### src/hw/uecc_pkg.sv
// Purpose: Constants for the endpoint-0 handshake control block
// Assumes: Avalon-MM 32-bit register access, one word per register
// Notes:   Offsets are byte addresses (index times four)
package uecc_pkg;

  // ----------------------------------------------------------------
  // Register map
  // ----------------------------------------------------------------
  localparam logic [9:0] EP0_CTRL_INDEX  = 10'h0ea;
  localparam logic [11:0] EP0_CTRL_ADDR  = 12'h3a8;
  localparam logic [11:0] EP0_STAT_ADDR  = 12'h3ac;
  localparam logic [11:0] EP0_EVT_ADDR   = 12'h3b0;
  localparam logic [7:0]  EP0_CTRL_RESET = 8'h00;

  // ----------------------------------------------------------------
  // Field positions
  // ----------------------------------------------------------------
  localparam int TOGGLE_BIT   = 7;
  localparam int STALL_BIT    = 6;
  localparam int TX_EN_BIT    = 5;
  localparam int RX_EN_BIT    = 4;
  localparam int COUNT_MSB    = 3;
  localparam int TXDONE_BIT   = 0;
  localparam int RXDONE_BIT   = 1;

  // ----------------------------------------------------------------
  // Token and answer codes
  // ----------------------------------------------------------------
  typedef enum logic [1:0] {
    UECC_TOK_OUT   = 2'b00,
    UECC_TOK_IN    = 2'b01,
    UECC_TOK_SETUP = 2'b11,
    UECC_TOK_SOF   = 2'b10
  } uecc_token_t;

  typedef enum logic [2:0] {
    UECC_ANS_NONE  = 3'b000,
    UECC_ANS_DATA0 = 3'b001,
    UECC_ANS_DATA1 = 3'b010,
    UECC_ANS_NAK   = 3'b011,
    UECC_ANS_STALL = 3'b100,
    UECC_ANS_ACCEPT = 3'b101
  } uecc_answer_t;

endpackage : uecc_pkg

### src/hw/uecc_decide.sv
// Purpose: Combinational answer decision for one endpoint-0 token
// Assumes: Inputs stable while token_valid_i is high
// Notes:   Pure logic, registered by the caller
`timescale 1ns/1ps
module uecc_decide (
  input  wire logic                  token_valid_i,
  input  wire uecc_pkg::uecc_token_t token_kind_i,
  input  wire logic                  toggle_i,
  input  wire logic                  stall_i,
  input  wire logic                  tx_enable_i,
  input  wire logic                  rx_enable_i,
  input  wire logic                  tx_done_i,
  input  wire logic                  rx_done_i,
  output      uecc_pkg::uecc_answer_t answer_o
);
  import uecc_pkg::*;

  always_comb begin
    answer_o = UECC_ANS_NONE;
    if (token_valid_i) begin
      case (token_kind_i)
        UECC_TOK_IN: begin
          if (stall_i) begin
            answer_o = UECC_ANS_STALL;
          end else if (!tx_enable_i || tx_done_i) begin
            answer_o = UECC_ANS_NAK;
          // send only enabled; toggle picks pid
          end else begin
            answer_o = toggle_i ? UECC_ANS_DATA1 : UECC_ANS_DATA0;
          end
        end
        UECC_TOK_OUT: begin
          if (stall_i) begin
            answer_o = UECC_ANS_STALL;
          end else if (!rx_enable_i || rx_done_i) begin
            answer_o = UECC_ANS_NAK;
          end else begin
            answer_o = UECC_ANS_ACCEPT;
          end
        end
        default: answer_o = UECC_ANS_NONE;
      endcase
    end
  end

endmodule : uecc_decide

### src/hw/uecc_top.sv
// Purpose: Endpoint-0 handshake control with Avalon-MM register access
// Assumes: Token inputs come from a serial engine on the same clock
// Notes:   Done flags are inputs owned by the status logic elsewhere
//
// Function
// - Toggle bit picks DATA0 when zero, DATA1 when one for next IN data.
// - Force-stall set makes every endpoint-0 IN or OUT token get STALL.
// - Receiving a SETUP token clears the force-stall bit in hardware.
// - IN data is sent only while the transmit enable is set.
// - IN tokens get NAK if transmit enable is zero or tx-done set.
// - OUT data is accepted only while the receive enable is set.
// - OUT tokens get NAK if receive enable is zero or rx-done set.
// - Four low bits hold the byte count of the next transmission.
// - Reset clears toggle, stall, both enables and the byte count.
//
// Implementation choice: the Avalon-MM slave port.
`timescale 1ns/1ps
module uecc_top (
  input  wire logic                   mclk_i,
  input  wire logic                   reset_i,
  // Avalon-MM slave
  input  wire logic [11:0]            avs_address_i,
  input  wire logic                   avs_read_i,
  input  wire logic                   avs_write_i,
  input  wire logic [31:0]            avs_writedata_i,
  input  wire logic [3:0]             avs_byteenable_i,
  output      logic [31:0]            avs_readdata_o,
  output      logic                   avs_waitrequest_o,
  output      logic [1:0]             avs_response_o,
  // Token side
  input  wire logic                   token_valid_i,
  input  wire uecc_pkg::uecc_token_t  token_kind_i,
  input  wire logic                   ep0_tx_done_flag_i,
  input  wire logic                   ep0_rx_done_flag_i,
  output      logic                   answer_valid_o,
  output      uecc_pkg::uecc_answer_t answer_code_o,
  output      logic [3:0]             answer_length_o,
  output      logic                   ep0_data_toggle_o,
  output      logic                   ep0_force_stall_o
);
  import uecc_pkg::*;

  // ----------------------------------------------------------------
  // Control register fields
  // ----------------------------------------------------------------
  logic       ep0_data_toggle_reg;
  logic       ep0_force_stall_reg;
  logic       ep0_tx_enable_reg;
  logic       ep0_rx_enable_reg;
  logic [3:0] ep0_tx_byte_count_reg;
  logic [1:0] event_seen_reg;
  logic       ack_reg;
  logic [31:0] rdata_reg;
  logic       answer_valid_reg;
  uecc_answer_t answer_code_reg;
  logic [3:0] answer_length_reg;
  uecc_answer_t answer_next;

  logic access;
  logic xfer;
  logic wr_ctrl;
  logic wr_evt;
  logic setup_seen;

  assign access     = (avs_read_i || avs_write_i) && !ack_reg;
  // Writes land at the edge where waitrequest is seen low
  assign xfer       = (avs_read_i || avs_write_i) && ack_reg;
  assign wr_ctrl    = xfer && avs_write_i && avs_byteenable_i[0]
                      && (avs_address_i == EP0_CTRL_ADDR);
  assign wr_evt     = xfer && avs_write_i && avs_byteenable_i[0]
                      && (avs_address_i == EP0_EVT_ADDR);
  assign setup_seen = token_valid_i && (token_kind_i == UECC_TOK_SETUP);

  // ----------------------------------------------------------------
  // Bus handshake: one wait cycle, then answer
  // ----------------------------------------------------------------
  always_ff @(posedge mclk_i or posedge reset_i) begin
    if (reset_i) begin
      ack_reg <= 1'b0;
    end else begin
      ack_reg <= access;
    end
  end

  assign avs_waitrequest_o = (avs_read_i || avs_write_i) && !ack_reg;
  assign avs_response_o    = 2'b00;
  assign avs_readdata_o    = rdata_reg;

  always_ff @(posedge mclk_i or posedge reset_i) begin
    if (reset_i) begin
      rdata_reg <= 32'h0000_0000;
    end else if (access && avs_read_i) begin
      case (avs_address_i)
        EP0_CTRL_ADDR: rdata_reg <= {24'h00_0000, ep0_data_toggle_reg,
                                     ep0_force_stall_reg, ep0_tx_enable_reg,
                                     ep0_rx_enable_reg,
                                     ep0_tx_byte_count_reg};
        EP0_STAT_ADDR: rdata_reg <= {30'h0000_0000, ep0_rx_done_flag_i,
                                     ep0_tx_done_flag_i};
        EP0_EVT_ADDR:  rdata_reg <= {30'h0000_0000, event_seen_reg};
        default:       rdata_reg <= 32'h0000_0000;
      endcase
    end
  end

  // ----------------------------------------------------------------
  // Control register
  // ----------------------------------------------------------------
  // reset clears fields; toggle only by software
  always_ff @(posedge mclk_i or posedge reset_i) begin
    if (reset_i) begin
      ep0_data_toggle_reg   <= EP0_CTRL_RESET[TOGGLE_BIT];
      ep0_tx_enable_reg     <= EP0_CTRL_RESET[TX_EN_BIT];
      ep0_rx_enable_reg     <= EP0_CTRL_RESET[RX_EN_BIT];
      ep0_tx_byte_count_reg <= EP0_CTRL_RESET[COUNT_MSB:0];
    end else if (wr_ctrl) begin
      ep0_data_toggle_reg   <= avs_writedata_i[TOGGLE_BIT];
      ep0_tx_enable_reg     <= avs_writedata_i[TX_EN_BIT];
      ep0_rx_enable_reg     <= avs_writedata_i[RX_EN_BIT];
      ep0_tx_byte_count_reg <= avs_writedata_i[COUNT_MSB:0];
    end
  end

  // setup clears stall, wins over write
  always_ff @(posedge mclk_i or posedge reset_i) begin
    if (reset_i) begin
      ep0_force_stall_reg <= EP0_CTRL_RESET[STALL_BIT];
    end else if (setup_seen) begin
      ep0_force_stall_reg <= 1'b0;
    end else if (wr_ctrl) begin
      ep0_force_stall_reg <= avs_writedata_i[STALL_BIT];
    end
  end

  // Sticky token log: bit0 stall sent, bit1 setup seen; write one clears
  always_ff @(posedge mclk_i or posedge reset_i) begin
    if (reset_i) begin
      event_seen_reg <= 2'b00;
    end else begin
      event_seen_reg[0] <= (answer_next == UECC_ANS_STALL)
                           || (event_seen_reg[0]
                               && !(wr_evt && avs_writedata_i[0]));
      event_seen_reg[1] <= setup_seen
                           || (event_seen_reg[1]
                               && !(wr_evt && avs_writedata_i[1]));
    end
  end

  // ----------------------------------------------------------------
  // Token answer
  // ----------------------------------------------------------------
  uecc_decide u_decide (
    .token_valid_i (token_valid_i),
    .token_kind_i  (token_kind_i),
    .toggle_i      (ep0_data_toggle_reg),
    .stall_i       (ep0_force_stall_reg),
    .tx_enable_i   (ep0_tx_enable_reg),
    .rx_enable_i   (ep0_rx_enable_reg),
    .tx_done_i     (ep0_tx_done_flag_i),
    .rx_done_i     (ep0_rx_done_flag_i),
    .answer_o      (answer_next)
  );

  always_ff @(posedge mclk_i or posedge reset_i) begin
    if (reset_i) begin
      answer_valid_reg  <= 1'b0;
      answer_code_reg   <= UECC_ANS_NONE;
      answer_length_reg <= 4'h0;
    end else begin
      answer_valid_reg  <= (answer_next != UECC_ANS_NONE);
      answer_code_reg   <= answer_next;
      answer_length_reg <= ((answer_next == UECC_ANS_DATA0)
                            || (answer_next == UECC_ANS_DATA1))
                           ? ep0_tx_byte_count_reg : 4'h0;
    end
  end

  assign answer_valid_o    = answer_valid_reg;
  assign answer_code_o     = answer_code_reg;
  assign answer_length_o   = answer_length_reg;
  assign ep0_data_toggle_o = ep0_data_toggle_reg;
  assign ep0_force_stall_o = ep0_force_stall_reg;

endmodule : uecc_top

### config.mk
export PLATFORM = sky130hd
export DESIGN_NAME = uecc_top
export DESIGN_NICKNAME = d
export VERILOG_FILES = /design/src/hw/uecc_pkg.sv /design/src/hw/uecc_decide.sv /design/src/hw/uecc_top.sv
export SDC_FILE = /design/constraint.sdc
export NUM_CORES = 1
export LEC_CHECK = 0
export BUFFER_PORTS_ARGS = -buffer_cell sky130_fd_sc_hd__buf_2
export CORE_ASPECT_RATIO = 1.4
export CORE_UTILIZATION = 36
export CTS_CLUSTER_DIAMETER = 50
export DETAILED_ROUTE_END_ITERATION = 8
export PLACE_DENSITY = 0.76
export SLEW_MARGIN = 30
export SYNTH_ARGS = -nofsm -noshare
export SYNTH_HDL_FRONTEND = slang
export SYNTH_SLANG_ARGS = --single-unit
### constraint.sdc
create_clock -name mclk_i -period 1.3 [get_ports mclk_i]
set_input_delay 0.13 -clock mclk_i [delete_from_list [all_inputs] [get_ports mclk_i]]
set_output_delay 0.13 -clock mclk_i [all_outputs]
set_load 0.01 [all_outputs]
==> impl_results.md, run 1 <==
- RSZ-0062 raised after global routing: true
- Drt total wl: 2.72 mm
- Post-synthesis cell type count: 27
- ANT nets after route: 0
- Syn. warnings: 0
- Worst endpoint required time: 1.45 ns
- Post-layout util: 0.504
- Diodes inserted: 0
- Synth area leaders: dfrtp_1 (50%), buf_4 (14%), mux2_2 (5.8%), nand2_1 (5.0%), o21ai_0 (2.6%)
- Slew Limit Fails: 0
- Sw frac: 0.237
- Area Overhead vs Synth: 29.8%
- Commonest cells post-synth: dfrtp_1 (27), buf_4 (26), nand2_1 (18)
- Clock share of power: 0.303
- Top FF cell, synth: dfrtp_1
- Largest net degree at the start of global routing: 28
- Sinks on the clock net: 27
- Max reg flops: 8
- Full die area: 4000 um^2
- Row count: 25
- Post-synthesis instance total: 130
- # DRC: 0
- Total CTS buffers: 3
- Setup Crit Path Kind: input pin to register
- Layout Nets: 249
- Failing checks: setup timing
- Crit-path max FO: 8
- Crit Reg-Reg Startpoint: ack_reg
- Critical Path Sink Type: register
- CTS tree: yes
- Sequential fraction of the synthesis area: 0.501
- Total negative slack: -2.59 ns
- Sequential share of power: 0.572
- Fmax: 612 MHz
- Worst clock skew: 0.00166 ns
- First-pass GRT wire length: 4.22 mm
- Combinational fraction of design power: 0.125
- Tcrit/Tclk final: 1.26
- Cell area power density: 851 nW/um^2
- #FFs+latches synth: 27
- Mapped Avg Cell Area: 10.4 um^2
- Hold path start: avs_writedata_i[4]
- WP data arrival: 1.79 ns
- Static leakage: 0.937 nW
- Cell taking the most area after synthesis: dfrtp_1
- Final WS setup: -0.334 ns
- Detailed Route Iter0 Violations: 16
- Die width: 53.7 um
- Post-synth top area share: 0.501
- H-tree depth: 1
- DR pass1 iterations: 4
- CP Launch Point: avs_address_i[0]
- Worst-case clock buffer depth: 2
- Register Area: 676 um^2
- Multi-input gate area: 626 um^2
- Worst hold path class: input pin to register
- Worst skew pair latency: 0.26 ns
- GRT Resource Usage Total: 0.146
- Number of global-route vias before repair: 970
- Net Switching: 0.353 mW
- Drt via density: 4.43
- Async S/R FF share, synth: 1.00
- Gp weighted congestion: 0.745
- Setup Viol. Count Final: 10
- Starting utilization of the core area: 0.388
- Core Area: 3470 um^2
- Setup crit start kind: input pin
- Min Tclk post-route: 1.63 ns
- Post-synth EDFFs: 0
- Port Buffer Count: 48
- Status: complete, but fails checks
- Die Y: 74.4 um
- P_int: 1.13 mW
- Final HPWL DP: 2.09 mm
- Hold Fails Final Rpt: 0
- Clock transition at the registers of the reported paths: 0.08 ns
- I/O pin cnt: 102
- Via count: 1023
- DR WL/cell: 11.8 um
- Fraction of layout cells with a size suffix above 1: 0.403
- Clk root buf: clkbuf_8
- Initial antenna violation count: 0
- Top-count cell post-synth: dfrtp_1
- Total grt overflow: 0
- Fillers: 334
- Maxcap violations: 0
- Post-Syn Area: 1350 um^2
- Maximum vdd drop: 0.422 mV
==> cells in the final DEF, fill, tap and decap left out <==
cell	instances
clkbuf_8	3
inv_1	3
nand3_1	3
dfrtp_1	27
or4bb_1	1
nor3_1	2
buf_4	9
nor2b_1	2
nor3b_1	2
nand3b_1	1
nor2_1	7
o21ai_0	1
buf_6	3
and3_1	1
and2_1	4
or3_4	1
conb_1	26
mux2i_1	3
nor4_1	1
clkbuf_1	1
o31ai_4	1
nand2b_2	1
a21oi_1	2
nand2_1	18
a311oi_1	1
nand2b_1	2
dlygate4sd3_1	1
mux2_4	7
or4_4	1
o21ai_1	4
nor4_4	2
a22o_1	1
o21ai_2	2
buf_2	46
o31ai_2	1
==> cells by family (layout without fill, tap and decap cells) <==
group,count (synthesis),count (layout),synth area share
AO/OA/AOI/OAI,13,13,0.0576
buffers and inverters,30,66,0.156
flip-flops,27,27,0.501
multiplexers,10,10,0.0808
other,1,26,0.00278
AND/OR/NAND/NOR,49,49,0.201
==> final cells by class <==
| class | instances | area share |
|---|---|---|
| clock buffer | 4 | 0.0258 |
| inverter | 3 | 0.00644 |
| multi-input combinational | 98 | 0.358 |
| sequential | 27 | 0.386 |
| tap | 40 | 0.0286 |
| timing repair buffer | 59 | 0.195 |
==> path summary, 6_finish.rpt <==
path	slack (ns)	cells after the start	end
setup / recovery	-0.33	6	ep0_tx_byte_count_reg[0]
hold / removal	0.09	2	ep0_rx_enable_reg
setup reg to reg	-0.09	4	ep0_tx_byte_count_reg[0]
hold reg to reg	0.46	1	ack_reg
max in group asynchronous	0.59	4	ack_reg
min in group asynchronous	0.46	4	avs_readdata_o[2]
==> power groups by stage <==
stage          sequential (mW)  clock [mW]  combinational [mW]
2_1_floorplan            0.870           0               0.144
3_3_place_gp             0.868           0               0.167
3_5_place_dp             0.868           0               0.169
4_1_cts                  0.851       0.466               0.177
5_1_grt                  0.853       0.492               0.209
6_report                 0.851       0.451               0.186
==> metrics by stage <==
stage	hold WS, ns	cells	area [um^2]	setup slack [ns]	power (mW)
after floorplan	0.183	155	1440	-0.684	1.01
after global placement	0.194	226	1610	-0.706	1.03
after detailed placement	0.201	226	1610	-0.728	1.04
after CTS	0.0868	231	1700	-0.370	1.49
after global routing	0.0869	231	1750	-0.364	1.55
final	0.0923	231	1750	-0.334	1.49
==> worst max-delay path, stage by stage <==
cell and delay [ns]:
buf_6 0.09, or4_4 0.52, or3_4 0.40, nor4_4 0.15, buf_6 0.19, mux2_4 0.31
==> routing by layer <==
metal	wire, um	share of wire	GRT usage
met5	0	0	0
met4	52	0.019	0.0731
met2	1450	0.54	0.255
met3	178	0.066	0.0184
met1	1030	0.38	0.171
==> repair_timing <==
item,in CTS,in global routing
hold endpoints to repair,27,0
setup endpoints to repair,14,18
hold buffers,1,0
setup buffers,0,0
gates resized for setup,8,16
pin swaps,2,3
Power figures use the tool's default switching activity.
==> inputs of run 2 (changes only) <==
Settings changed: CORE_MARGIN set to 2.
==> run 2 against run 1 <==
  * The run still ends with setup timing left
  * Clock skew hardly changed
  * Sequential power hardly changed
  * Combinational power is 3% lower
  * Largest cell class unchanged
==> impl_results.md, run 2 (synthesis results as in run 1) <==
- Status: complete, but fails checks
- Failing checks: setup timing
- Worst R2R Path Depth: 4
- Setup crit start kind: input pin
- Max reg flops: 8
- Slew Limit Fails: 0
- Crit-path max FO: 8
- Hold Fails Final Rpt: 0
- Total grt overflow: 0
- First-pass GRT wire length: 4.50 mm
- Via count: 1022
- Worst skew pair latency: 0.26 ns
- ANT nets after route: 0
- WP data arrival: 1.76 ns
- Crit Reg-Reg Startpoint: ack_reg
- Worst hold path class: input pin to register
- Commonest non-fill, non-tap cell in the layout: buf_2
- Hold path start: avs_writedata_i[4]
- Drt total wl: 2.66 mm
- Full die area: 4260 um^2
- Core Area: 3610 um^2
- Min Tclk post-route: 1.60 ns
- GRT Resource Usage Total: 0.130
- Largest net degree at the start of global routing: 28
- Sinks on the clock net: 27
- CTS tree: yes
- Total negative slack: -3.27 ns
- Drt via density: 4.37
- Number of global-route vias before repair: 1039
- Worst R2R End: ep0_rx_enable_reg
- Die width: 55.7 um
- Clock transition at the registers of the reported paths: 0.09 ns
- Fraction of layout cells with a size suffix above 1: 0.406
- H-tree depth: 1
- I/O pin cnt: 102
- Worst-case clock buffer depth: 2
- Detailed Route Iter0 Violations: 23
- Static leakage: 0.935 nW
- Starting utilization of the core area: 0.373
- Most frequent cells in the layout: buf_2 (47), dfrtp_1 (27), conb_1 (26)
- Fmax: 625 MHz
- Cell area power density: 863 nW/um^2
- Worst clock skew: 0.00141 ns
- R2r setup slk: -0.09 ns
- Tcrit/Tclk final: 1.23
- Final HPWL DP: 2.16 mm
- Row count: 26
- # DRC: 0
- Setup Crit Path Kind: input pin to register
- Area Overhead vs Synth: 27.6%
- Total CTS buffers: 3
- Critical Path Sink Type: register
- Total power: 1.48 mW
- Post-route design area: 1720 um^2
- Layout Nets: 250
- DR pass1 iterations: 3
- Maxcap violations: 0
- DR WL/cell: 11.3 um
- Die Y: 76.4 um
- RSZ-0062 raised after global routing: true
- Min-Delay Endpoint: ep0_rx_enable_reg
- Maximum vdd drop: 0.541 mV
- Port Buffer Count: 48
- Gp weighted congestion: 0.793
- Placed cell area: 1610 um^2
- Worst endpoint required time: 1.46 ns
- Clk root buf: clkbuf_8
- Setup Viol. Count Final: 16
- Diodes inserted: 0
- Initial antenna violation count: 0
- WHS Path Cells: 2
- Final WS setup: -0.301 ns
run 2: cell type report:
type / count / area [um^2]
fillers: 359 / 1890
flip-flops and latches: 27 / 676
multi-input cells: 98 / 587
repair buffers: 60 / 347
well taps: 42 / 52.6
clock buffers: 3 / 41.3
inverters: 3 / 11.3
clock inverters: 1 / 5.00
run 2: worst max-delay path by stage:
| stage | endpoint | cells after the start | startpoint | slack [ns] |
|---|---|---|---|---|
| final | ep0_rx_enable_reg | 6 | avs_address_i[11] | -0.30 |
| after global routing | ep0_tx_byte_count_reg[3] | 6 | avs_address_i[11] | -0.33 |
| after CTS | ep0_rx_enable_reg | 6 | avs_address_i[11] | -0.37 |
| after detailed placement | ep0_tx_byte_count_reg[2] | 6 | avs_address_i[11] | -0.72 |
| after global placement | ep0_data_toggle_o | 6 | avs_address_i[11] | -0.71 |
| after floorplan | ep0_data_toggle_o | 4 | avs_address_i[11] | -0.68 |
run 2: report_power, final:
part / total, mW / switching, mW / internal [mW]
combinational: 0.181 / 0.113 / 0.0675
clock: 0.452 / 0.238 / 0.214
sequential: 0.851 / 0.00331 / 0.848
run 2: per-layer routing:
layer,part of all wire,track usage,up-vias
li1,-,-,508
met1,0.36,0.132,470
met2,0.56,0.249,40
met3,0.066,0.0272,4
met4,0.014,0.0537,0
met5,0,0,-
run 2: repair_timing:
item | in CTS | in global routing
resized for setup | 9 | 7
pin swaps | 2 | 3
setup endpoints to repair | 16 | 16
setup buffers | 0 | 1
hold buffers | 1 | 0
endpoints found under the hold margin | 27 | 0
run 2: worst max-delay path, cell delays in order:
cell	delay (ns)
buf_6	0.09
or4_4	0.53
or3_4	0.36
nor4_4	0.15
buf_6	0.17
mux2_2	0.33
run 2: stage by stage:
step                utilization  hold WS, ns  cells  setup WS, ns
finish                    0.476       0.0944    234        -0.301
global route              0.476       0.0844    234        -0.329
CTS                       0.470       0.0938    233        -0.375
detailed placement        0.446        0.200    228        -0.719
global placement          0.446        0.193    228        -0.705
floorplan                     -        0.183    155        -0.684
==> inputs of run 3 (changes only) <==
Settings changed: SKIP_LAST_GASP set to 1.
==> run 3 against run 2 <==
  * Hold slack unchanged
  * Clock power is essentially flat
  * Sequential power is essentially flat
  * The flow still finishes with violations (setup timing)
==> impl_results.md, run 3 (synthesis results as in run 1) <==
- Multi-input gate area: 584 um^2
- Initial antenna violation count: 0
- Fillers: 359
- I/O pin cnt: 102
- Port Buffer Count: 48
- Sequential share of power: 0.574
- Worst hold path class: input pin to register
- Failing checks: setup timing
- DR WL/cell: 11.4 um
- Core Area: 3610 um^2
- CTS tree: yes
- Slew @ Worst Pin: 0.549 ns
- Worst endpoint required time: 1.46 ns
- Final WS setup: -0.301 ns
- Clock transition at the registers of the reported paths: 0.09 ns
- Sw frac: 0.239
- Relative slew slack: 0.634
- Net Switching: 0.354 mW
- Worst clock skew: 0.00140 ns
- Commonest non-fill, non-tap cell in the layout: buf_2
- H-tree depth: 1
- Total CTS buffers: 3
- Largest net degree at the start of global routing: 28
- Full die area: 4260 um^2
- Status: complete, but fails checks
- Clock share of power: 0.305
- Detailed Route Iter0 Violations: 23
- Tcrit/Tclk final: 1.23
- Placed cell count: 228
- Total grt overflow: 0
- P_int: 1.13 mW
- Clk root buf: clkbuf_8
- Fraction of layout cells with a size suffix above 1: 0.401
- # DRC: 0
- Hold Fails Final Rpt: 0
- Area Overhead vs Synth: 27.4%
- Fin cells: 234
- Via count: 1021
- Critical Path Sink Type: register
- Combinational fraction of design power: 0.121
- Crit-path max FO: 8
- Slew Limit Fails: 0
- Setup Crit Path Kind: input pin to register
- Die Y: 76.4 um
- Layout Nets: 250
- Fmax: 625 MHz
- GRT Resource Usage Total: 0.130
- Max reg flops: 8
- Starting utilization of the core area: 0.373
- Setup Viol. Count Final: 16
- DR pass1 iterations: 3
- Sinks on the clock net: 27
- Static leakage: 0.935 nW
- Worst skew pair latency: 0.26 ns
- Drt total wl: 2.66 mm
- Min Tclk post-route: 1.60 ns
- Place WS: -0.719 ns
- Maxcap violations: 0
- Die width: 55.7 um
- Most frequent cells in the layout: buf_2 (47), dfrtp_1 (27), conb_1 (26)
- First-pass GRT wire length: 4.50 mm
- Number of global-route vias before repair: 1039
- Gp weighted congestion: 0.793
- Maximum vdd drop: 0.541 mV
- RSZ-0062 raised after global routing: true
- Worst-case clock buffer depth: 2
- Setup crit start kind: input pin
- Register Area: 676 um^2
- Cell area power density: 863 nW/um^2
- Drt via density: 4.36
- Final HPWL DP: 2.16 mm
- Diodes inserted: 0
- Row count: 26
- WP data arrival: 1.76 ns
- ANT nets after route: 0
run 3: worst max-delay path, stage by stage:
cell    delay (ns)
buf_6         0.09
or4_4         0.53
or3_4         0.36
nor4_4        0.15
buf_6         0.17
mux2_2        0.33
run 3: layout make-up:
| type | count | area share |
|---|---|---|
| Multi-Input combinational cell | 98 | 0.340 |
| Inverter | 3 | 0.00656 |
| Sequential cell | 27 | 0.394 |
| Tap cell | 42 | 0.0306 |
| Clock inverter | 1 | 0.00292 |
| Timing Repair Buffer | 60 | 0.202 |
| Clock buffer | 3 | 0.0241 |
run 3: power by group through the flow:
| stage | registers [mW] | clock network (mW) | logic, mW |
|---|---|---|---|
| final | 0.851 | 0.452 | 0.179 |
| after floorplan | 0.870 | 0 | 0.144 |
| after global placement | 0.868 | 0 | 0.167 |
| after detailed placement | 0.868 | 0 | 0.168 |
| after CTS | 0.851 | 0.462 | 0.176 |
| after global routing | 0.852 | 0.507 | 0.201 |
run 3: path summary, 6_finish.rpt:
path / startpoint / end / slack (ns) / depth (start not counted)
worst min-delay path: avs_writedata_i[4] / ep0_rx_enable_reg / 0.09 / 2
worst min register to register: ack_reg / ack_reg / 0.46 / 1
min in group asynchronous: reset_i / avs_readdata_o[2] / 0.47 / 4
worst max-delay path: avs_address_i[11] / ep0_rx_enable_reg / -0.30 / 6
worst max register to register: ack_reg / ep0_rx_enable_reg / -0.10 / 4
max in group asynchronous: reset_i / answer_valid_o / 0.59 / 4
run 3: routing by layer:
metal	up-vias	track usage	share of wire
met5	-	0	0
met4	0	0.0537	0.014
met3	4	0.0272	0.066
met2	40	0.249	0.56
met1	469	0.132	0.36
li1	508	-	-
run 3: through the flow:
step                      TNS [ns]  area, um^2  hold slack, ns  utilization  power, mW
after detailed placement     -9.31        1610           0.200        0.446       1.04
after floorplan              -6.82        1440           0.183            -       1.01
after global routing         -3.98        1720          0.0844        0.475       1.56
final                        -3.29        1720          0.0944        0.475       1.48
after CTS                    -2.89        1700          0.0938        0.470       1.49
after global placement       -8.95        1610           0.193        0.446       1.03
run 3: what timing repair did:
| action | 4_1_cts | 5_1_grt |
|---|---|---|
| hold buffers | 1 | 0 |
| gates cloned | 0 | 0 |
| setup endpoints to repair | 16 | 16 |
| buffers inserted | 0 | 1 |
| pin swaps | 2 | 3 |
| gates resized for setup | 9 | 6 |
| hold endpoints to repair | 27 | 0 |
